## config.mk

```make
export PLATFORM = sky130hd
export DESIGN_NAME = gpio_ports
export DESIGN_NICKNAME = d
export VERILOG_FILES = /design/src/common/gpio_pkg.sv /design/src/common/port_ctl_if.sv /design/src/hw/pin_sync.sv /design/src/hw/port_slice.sv /design/src/hw/gpio_ports.sv
export SDC_FILE = /design/constraint.sdc
export NUM_CORES = 1
export LEC_CHECK = 0
export ABC_AREA = 1
export BUFFER_PORTS_ARGS = -buffer_cell sky130_fd_sc_hd__buf_2
export CORE_MARGIN = 5
export CORE_UTILIZATION = 42
export CTS_CLUSTER_SIZE = 14
export DETAILED_ROUTE_END_ITERATION = 10
export PLACE_DENSITY = 0.73
export SLEW_MARGIN = 10
export SYNTH_ARGS = -nofsm -noshare
export SYNTH_HDL_FRONTEND = slang
export SYNTH_SLANG_ARGS = --single-unit
export TNS_END_PERCENT = 30
```

## constraint.sdc

```tcl
create_clock -name mclk -period 5.5 [get_ports mclk]
set_clock_uncertainty 0.05 [all_clocks]
set_input_delay 0.825 -clock mclk [delete_from_list [all_inputs] [get_ports mclk]]
set_output_delay 0.825 -clock mclk [all_outputs]
set_load 0.02 [all_outputs]
```

## src/common/gpio_pkg.sv

```systemverilog
// Purpose: shared constants and types for the three-port gpio register block
// Assumes: 8-bit core data path, 16-bit data-space address
// Notes:   port index 0 = port b, 1 = port c, 2 = port d
package gpio_pkg;

   localparam int PORT_COUNT = 3;
   localparam int PORT_W     = 8;
   localparam int ADDR_W     = 16;
   localparam int IO_ADDR_W  = 6;

   // ----------------------------------------------------------------
   // address map (data-space offsets)
   // ----------------------------------------------------------------
   localparam logic [ADDR_W-1:0] OFS_PORT_B_INPUT_LEVELS = 16'h0023;
   localparam logic [ADDR_W-1:0] OFS_PORT_B_DIRECTION    = 16'h0024;
   localparam logic [ADDR_W-1:0] OFS_PORT_B_OUTPUT_DATA  = 16'h0025;
   localparam logic [ADDR_W-1:0] OFS_PORT_C_INPUT_LEVELS = 16'h0026;
   localparam logic [ADDR_W-1:0] OFS_PORT_C_DIRECTION    = 16'h0027;
   localparam logic [ADDR_W-1:0] OFS_PORT_C_OUTPUT_DATA  = 16'h0028;
   localparam logic [ADDR_W-1:0] OFS_PORT_D_INPUT_LEVELS = 16'h0029;
   localparam logic [ADDR_W-1:0] OFS_PORT_D_DIRECTION    = 16'h002A;
   localparam logic [ADDR_W-1:0] OFS_PORT_D_OUTPUT_DATA  = 16'h002B;

   // short i/o address = data-space offset minus this
   localparam logic [ADDR_W-1:0] IO_SPACE_BASE   = 16'h0020;
   // first data address that short i/o cannot reach
   localparam logic [ADDR_W-1:0] EXT_IO_BASE     = 16'h0060;

   // ----------------------------------------------------------------
   // reset values and unmapped read value
   // ----------------------------------------------------------------
   localparam logic [PORT_W-1:0] RESET_OUTPUT_DATA = 8'h00;
   localparam logic [PORT_W-1:0] RESET_DIRECTION   = 8'h00;
   localparam logic [PORT_W-1:0] RESET_READ_DATA   = 8'h00;
   localparam logic [PORT_W-1:0] UNMAPPED_READ     = 8'h00;

   typedef enum logic [1:0] {
      KIND_NONE,
      KIND_INPUT_LEVELS,
      KIND_DIRECTION,
      KIND_OUTPUT_DATA
   } reg_kind_e;

   typedef struct packed {
      logic [1:0] port;
      reg_kind_e  kind;
   } reg_hit_s;

endpackage

```

## src/common/port_ctl_if.sv

```systemverilog
// Purpose: carrier between the register decoder and one port slice
// Assumes: single clock domain, mclk
// Notes:   write strobes are one-cycle pulses
interface port_ctl_if;
   import gpio_pkg::*;

   logic              wr_out;
   logic              wr_dir;
   logic              wr_tgl;
   logic [PORT_W-1:0] wdata;
   logic [PORT_W-1:0] out_q;
   logic [PORT_W-1:0] dir_q;
   logic [PORT_W-1:0] lvl;

   modport ctl   (output wr_out, wr_dir, wr_tgl, wdata, input out_q, dir_q, lvl);
   modport slice (input wr_out, wr_dir, wr_tgl, wdata, output out_q, dir_q, lvl);
endinterface

```

## src/hw/pin_sync.sv

```systemverilog
// Purpose: two-flop synchroniser for a group of pin levels
// Assumes: pins are asynchronous to mclk
// Notes:   first stage feeds the second stage only
module pin_sync
   import gpio_pkg::*;
(
   // clock and reset
   input  wire logic              mclk,
   input  wire logic              rst,
   // levels
   input  wire logic [PORT_W-1:0] async_in,
   output      logic [PORT_W-1:0] sync_out
);
   import gpio_pkg::*;

   logic [PORT_W-1:0] meta;

   always_ff @(posedge mclk or posedge rst) begin
      if (rst) begin
         meta     <= RESET_READ_DATA;
         sync_out <= RESET_READ_DATA;
      end else begin
         meta     <= async_in;
         sync_out <= meta;
      end
   end
endmodule

```

## src/hw/port_slice.sv

```systemverilog
// Purpose: one 8-bit port: output data, direction, pin drive and pull-up
// Assumes: strobes from the decoder are mutually exclusive
// Notes:   pin drive flops load from next values, so pins follow a write at once
module port_slice
   import gpio_pkg::*;
(
   // clock and reset
   input  wire logic              mclk,
   input  wire logic              rst,
   // register side
   port_ctl_if.slice              ctl,
   // global pull-up kill
   input  wire logic              global_pullup_disable,
   // pins
   input  wire logic [PORT_W-1:0] pin_in,
   output      logic [PORT_W-1:0] pin_out,
   output      logic [PORT_W-1:0] pin_oe,
   output      logic [PORT_W-1:0] pullup_en
);
   import gpio_pkg::*;

   logic [PORT_W-1:0] out_q;
   logic [PORT_W-1:0] dir_q;
   logic [PORT_W-1:0] next_out;
   logic [PORT_W-1:0] next_dir;
   logic [PORT_W-1:0] next_pullup;

   // ----------------------------------------------------------------
   // registers and pin drive
   // ----------------------------------------------------------------
   always_comb begin
      next_out = out_q;
      next_dir = dir_q;
      if (ctl.wr_out) begin
         next_out = ctl.wdata;
      end
      if (ctl.wr_tgl) begin
         next_out = out_q ^ ctl.wdata;
      end
      if (ctl.wr_dir) begin
         next_dir = ctl.wdata;
      end
      // input with data bit set pulls up unless globally killed
      next_pullup = ~next_dir & next_out & {PORT_W{~global_pullup_disable}};
   end

   always_ff @(posedge mclk or posedge rst) begin
      if (rst) begin
         out_q     <= RESET_OUTPUT_DATA;
         dir_q     <= RESET_DIRECTION;
         pin_out   <= RESET_OUTPUT_DATA;
         pin_oe    <= RESET_DIRECTION;
         pullup_en <= RESET_OUTPUT_DATA;
      end else begin
         out_q     <= next_out;
         dir_q     <= next_dir;
         pin_out   <= next_out;
         pin_oe    <= next_dir;
         pullup_en <= next_pullup;
      end
   end

   assign ctl.out_q = out_q;
   assign ctl.dir_q = dir_q;

   // ----------------------------------------------------------------
   // sampled pin levels
   // ----------------------------------------------------------------
   pin_sync u_sync (
      .mclk     (mclk),
      .rst      (rst),
      .async_in (pin_in),
      .sync_out (ctl.lvl)
   );
endmodule

```

## src/hw/gpio_ports.sv

```systemverilog
// Purpose: register decode and read-back for gpio ports b, c and d
// Assumes: core issues at most one access per cycle, on mclk
// Notes:   read data registered one cycle after the read strobe

module gpio_ports
   import gpio_pkg::*;
(
   // clock and reset
   input  wire logic                                 mclk,
   input  wire logic                                 rst,
   // core access
   input  wire logic [gpio_pkg::ADDR_W-1:0]          core_addr,
   input  wire logic                                 core_io,
   input  wire logic                                 core_wr,
   input  wire logic                                 core_rd,
   input  wire logic [gpio_pkg::PORT_W-1:0]          core_wdata,
   output      logic [gpio_pkg::PORT_W-1:0]          core_rdata,
   // global pull-up kill
   input  wire logic                                 global_pullup_disable,
   // pins, index 0 = b, 1 = c, 2 = d
   input  wire logic [2:0][gpio_pkg::PORT_W-1:0]     pin_in,
   output      logic [2:0][gpio_pkg::PORT_W-1:0]     pin_out,
   output      logic [2:0][gpio_pkg::PORT_W-1:0]     pin_oe,
   output      logic [2:0][gpio_pkg::PORT_W-1:0]     pullup_en
);
   import gpio_pkg::*;

   // ----------------------------------------------------------------
   // address decode
   // ----------------------------------------------------------------
   function automatic reg_hit_s decode(input logic [ADDR_W-1:0] addr);
      reg_hit_s h;
      h.port = 2'd0;
      h.kind = KIND_NONE;
      case (addr)
         OFS_PORT_B_INPUT_LEVELS: h = '{2'd0, KIND_INPUT_LEVELS};
         OFS_PORT_B_DIRECTION:    h = '{2'd0, KIND_DIRECTION};
         OFS_PORT_B_OUTPUT_DATA:  h = '{2'd0, KIND_OUTPUT_DATA};
         OFS_PORT_C_INPUT_LEVELS: h = '{2'd1, KIND_INPUT_LEVELS};
         OFS_PORT_C_DIRECTION:    h = '{2'd1, KIND_DIRECTION};
         OFS_PORT_C_OUTPUT_DATA:  h = '{2'd1, KIND_OUTPUT_DATA};
         OFS_PORT_D_INPUT_LEVELS: h = '{2'd2, KIND_INPUT_LEVELS};
         OFS_PORT_D_DIRECTION:    h = '{2'd2, KIND_DIRECTION};
         OFS_PORT_D_OUTPUT_DATA:  h = '{2'd2, KIND_OUTPUT_DATA};
         default:                 h = '{2'd0, KIND_NONE};
      endcase
      return h;
   endfunction

   // short i/o address to data-space address; upper bits set means out of reach
   function automatic logic [ADDR_W-1:0] to_data_addr(input logic [ADDR_W-1:0] addr,
                                                      input logic              io);
      logic [ADDR_W-1:0] a;
      a = addr;
      if (io) begin
         if (addr[ADDR_W-1:IO_ADDR_W] != '0) begin
            a = EXT_IO_BASE;
         end else begin
            a = addr + IO_SPACE_BASE;
         end
      end
      return a;
   endfunction

   logic [ADDR_W-1:0] data_addr;
   reg_hit_s          hit;

   always_comb begin
      data_addr = to_data_addr(core_addr, core_io);
      hit       = decode(data_addr);
   end

   // ----------------------------------------------------------------
   // per-port slices
   // ----------------------------------------------------------------
   port_ctl_if pc [PORT_COUNT] ();

   logic [PORT_COUNT-1:0][PORT_W-1:0] out_q;
   logic [PORT_COUNT-1:0][PORT_W-1:0] dir_q;
   logic [PORT_COUNT-1:0][PORT_W-1:0] lvl;

   for (genvar p = 0; p < PORT_COUNT; p++) begin : g_port
      logic sel;
      assign sel          = (hit.port == 2'(p)) && (hit.kind != KIND_NONE);
      assign pc[p].wdata  = core_wdata;
      assign pc[p].wr_out = core_wr && sel && (hit.kind == KIND_OUTPUT_DATA);
      assign pc[p].wr_dir = core_wr && sel && (hit.kind == KIND_DIRECTION);
      assign pc[p].wr_tgl = core_wr && sel && (hit.kind == KIND_INPUT_LEVELS);
      assign out_q[p]     = pc[p].out_q;
      assign dir_q[p]     = pc[p].dir_q;
      assign lvl[p]       = pc[p].lvl;

      port_slice u_slice (
         .mclk                  (mclk),
         .rst                   (rst),
         .ctl                   (pc[p]),
         .global_pullup_disable (global_pullup_disable),
         .pin_in                (pin_in[p]),
         .pin_out               (pin_out[p]),
         .pin_oe                (pin_oe[p]),
         .pullup_en             (pullup_en[p])
      );
   end

   // ----------------------------------------------------------------
   // read-back
   // ----------------------------------------------------------------
   logic [PORT_W-1:0] next_rdata;

   always_comb begin
      next_rdata = core_rdata;
      if (core_rd) begin
         case (hit.kind)
            KIND_INPUT_LEVELS: next_rdata = lvl[hit.port];
            KIND_DIRECTION:    next_rdata = dir_q[hit.port];
            KIND_OUTPUT_DATA:  next_rdata = out_q[hit.port];
            default:           next_rdata = UNMAPPED_READ;
         endcase
      end
   end

   always_ff @(posedge mclk or posedge rst) begin
      if (rst) begin
         core_rdata <= RESET_READ_DATA;
      end else begin
         core_rdata <= next_rdata;
      end
   end

   logic first_cycle;
   always_ff @(posedge mclk or posedge rst) begin
      if (rst) begin
         first_cycle <= 1'b1;
      end else begin
         first_cycle <= 1'b0;
      end
   end
endmodule

```

==> qor.yml <==
start_util: 0.4271
synth-seq-cells: 128
drive_gt1_frac: 0.2694
grt_max_degree: 88
tightest_slew_ns: 1.028
use_met1: 0.2560
power_density_nw_per_um2: 280.2
p_clk_frac: 0.503
dp.cells: 1096
postRouteAntennaNets: 0
core_area_um2: 15200
numCtsBuffers: 17
drt-pass1-iter-count: 5
wl_um: 18230
combPwrFrac: 0.056
ioPinCount: 134
critPathArrivalTime_ns: 3.72
synth_area_um2: 6492
period_needed_ns: 3.403
grt_pass1_vias: 5490
ctsLongestPathBuffers: 2
diodes: 0
cp_slowest_stage_delay_ns: 0.76
clk_pin_slew_worst_paths_ns: 0.06
synthCells: 790
antenna_found_initial: 0
synth_xor_xnor_area_share: 0
seq_area_frac_synth: 0.4934
maxSlewViolCount: 0
place_area_um2: 7271
rsz0062_at_grt: "no"
switching_power_uw: 513.5
slew_headroom: 0.3144
max_freq_mhz: 293.8
dpl.hpwl_um: 12950
crit_chain: "buf_2 -> inv_2 -> o21ai_1 -> nand2_1 -> nor2_2 -> nand3_1 -> nand2_1 -> nand2_1 -> nand3_1 -> nand2_1 -> nand3_1 -> nand2_1 -> nand2_1"
status: "complete, no violations"
avgViaCountPerCell: 5.140
synth_compound_area_frac: 0.01792
fin_cells: 1127
min_path_cells: 0
first_iter_violations: 498
p_int_mw: 1.689
grt.busiest_layer: "met2"
clock_latency_ns: 0.43
max-cap-violations: 0
r2r_setup_slack_ns: 4.42
synth_adder_area_share: 0.001927
tns_ns: 0
synth_mux_area_frac: 0
final-setup-viol-count: 0
hold_end: "g_port[0].u_slice.u_sync.sync_out[3]"
power.leakage_nw: 4.558
crit_type: "in -> reg"
finish.net_count: 982
end_kind: "register"
overflow: 0
ctsResizeCount: 0
avgSynthCellArea_um2: 8.218
hold_violations: 0
die_h_um: 134.3
rr_endpoint: "core_rdata[4]"
vias: 5793
r2r_start: "g_port[1].u_slice.pin_out[4]"
synth_top_family_by_area: "simple AND/OR/NAND/NOR gates"
drc_errors: 0
hold_buffers: 0
grt_pass1_wl_um: 28550
min_period_over_period: 0.6188
critPathSlowestCell: "nand2_1"
hp-start: "g_port[0].u_slice.u_sync.meta[3]"
port_buffers: 133
die_area_um2: 18040
gp_congestion: 0.8902
synth.distinct_cells: 36
yosys.area_share.simple: 0.4130
postCtsSetupBuffers: 0
power_mw: 2.203
worst_setup_path_start_kind: "input pin"
irDropWorstVdd_v: 0.0002541
area_growth_pct: 21.06
grt_use_met2: 0.3291
fin_area_um2: 7860
cts_num_sinks: 128
switching_share: 0.2331
path_max_fanout: 21
pwr-share-seq: 0.441
cpMostUsedCell: "nand2_1"
ff2ff_path_depth: 6
num_rows: 45
die_x_um: 134.3
min_path_type: "reg -> reg"
required_ns: 5.81
yosysWarnings: 0
syn_nets: 845
wl_per_cell_um: 16.17
root_buffer: "clkbuf_16"
fillers: 1437
htreeDepth: 4
utilization: 0.5170
track_usage: 0.2056
gr-usage-met3: 0.05664
tritoncts: "built"
[cell usage in the layout, fill, tap and decap left out, types with 5 or more instances in the layout]
cell type,instances
buf_2,133
nor2_2,15
inv_2,10
clkbuf_16,17
nor3_1,14
dfrtp_1,128
o21ai_1,6
nand4_1,6
clkinvlp_4,5
nand3_1,83
nor3_2,12
nand3_4,7
nand2_2,9
nand2_1,330
nand4_2,5
inv_1,77
nor2_4,8
nor2_1,34
[Yosys cell counts]
library cell | number | area, µm²
nor2_4 | 8 | 90.09
nor3_1 | 14 | 70.07
o21ai_0 | 3 | 15.01
nand2_4 | 3 | 33.78
nand3_1 | 83 | 415.4
nand4_2 | 5 | 62.56
buf_1 | 1 | 3.750
nand3_4 | 7 | 122.6
a21oi_2 | 1 | 8.760
a21oi_4 | 3 | 48.80
nand2_8 | 2 | 40.04
clkinv_1 | 1 | 3.750
nor2_8 | 2 | 40.04
buf_8 | 1 | 15.01
clkinv_2 | 1 | 5.000
nor2_1 | 34 | 127.6
nand4_4 | 4 | 85.08
nand2_1 | 330 | 1239
buf_4 | 3 | 22.52
inv_2 | 10 | 37.54
a21oi_1 | 2 | 10.01
o21ai_2 | 1 | 8.760
clkbuf_1 | 1 | 3.750
inv_1 | 78 | 292.8
nand4_1 | 6 | 37.54
buf_12 | 1 | 20.02
nand3b_1 | 1 | 7.510
nand3_2 | 4 | 40.04
ha_1 | 1 | 12.51
buf_2 | 6 | 30.03
nand2_2 | 9 | 56.30
nor3_2 | 12 | 120.1
nor2_2 | 15 | 93.84
dfrtp_1 | 128 | 3203
buf_6 | 4 | 45.04
o21ai_1 | 5 | 25.02
[power groups by stage]
stage / combinational [mW] / clock (mW) / sequential (mW)
floorplan: 0.0716 / 0 / 0.991
global placement: 0.122 / 0 / 0.988
detailed placement: 0.123 / 0 / 0.989
CTS: 0.124 / 1.12 / 0.972
global route: 0.139 / 1.16 / 0.974
finish: 0.122 / 1.11 / 0.972
[area by class of cell]
cell class	instances	area, µm²	area share
sequential	128	3203	0.4075
multi-input combinational	555	2810	0.3575
timing repair buffer	135	680.7	0.08660
clock buffer	20	456.7	0.05810
inverter	90	341.6	0.04346
tap	188	235.2	0.02993
clock inverter	11	132.6	0.01687
[worst max-delay path: cells and delay by family]
kind | cells | cell delay (ns)
AND/OR/NAND/NOR | 10 | 2.45
buffers and inverters | 2 | 0.34
AO/OA/AOI/OAI | 1 | 0.09
[worst max-delay path by stage]
stage | startpoint | endpoint | slack [ns]
finish | core_io | core_rdata[2] | 2.10
global route | core_io | core_rdata[2] | 1.79
CTS | core_io | core_rdata[2] | 2.12
detailed placement | core_io | core_rdata[6] | 1.70
global placement | core_io | core_rdata[2] | 1.78
floorplan | rst | core_rdata[0] | 1.21
[registers in the layout, indices dropped and copies added (netlist names)]
name,count
g_port.u_slice.pin_out,24
g_port.u_slice.pullup_en,24
g_port.u_slice.u_sync.sync_out,24
g_port.u_slice.u_sync.meta,24
g_port.u_slice.pin_oe,24
core_rdata,8
[logic make-up after synthesis]
family	count (synthesis)
AOI/OAI and AO/OA	15
adders and majority gates	1
buffers and inverters	107
DFF	128
and+or+nand+nor	539
[per-layer routing]
metal,part of all wire,vias to the layer above
li1,-,2745
met1,0.40,2726
met2,0.48,270
met3,0.089,52
met4,0.037,0
met5,0,-
[metrics by stage]
step	hold WS [ns]	worst slack, ns
2_1_floorplan	0.2812	1.212
3_3_place_gp	0.2815	1.776
3_5_place_dp	0.2847	1.705
4_1_cts	0.2974	2.119
5_1_grt	0.2982	1.786
6_report	0.2955	2.097
(Power assumes the default switching activity.)
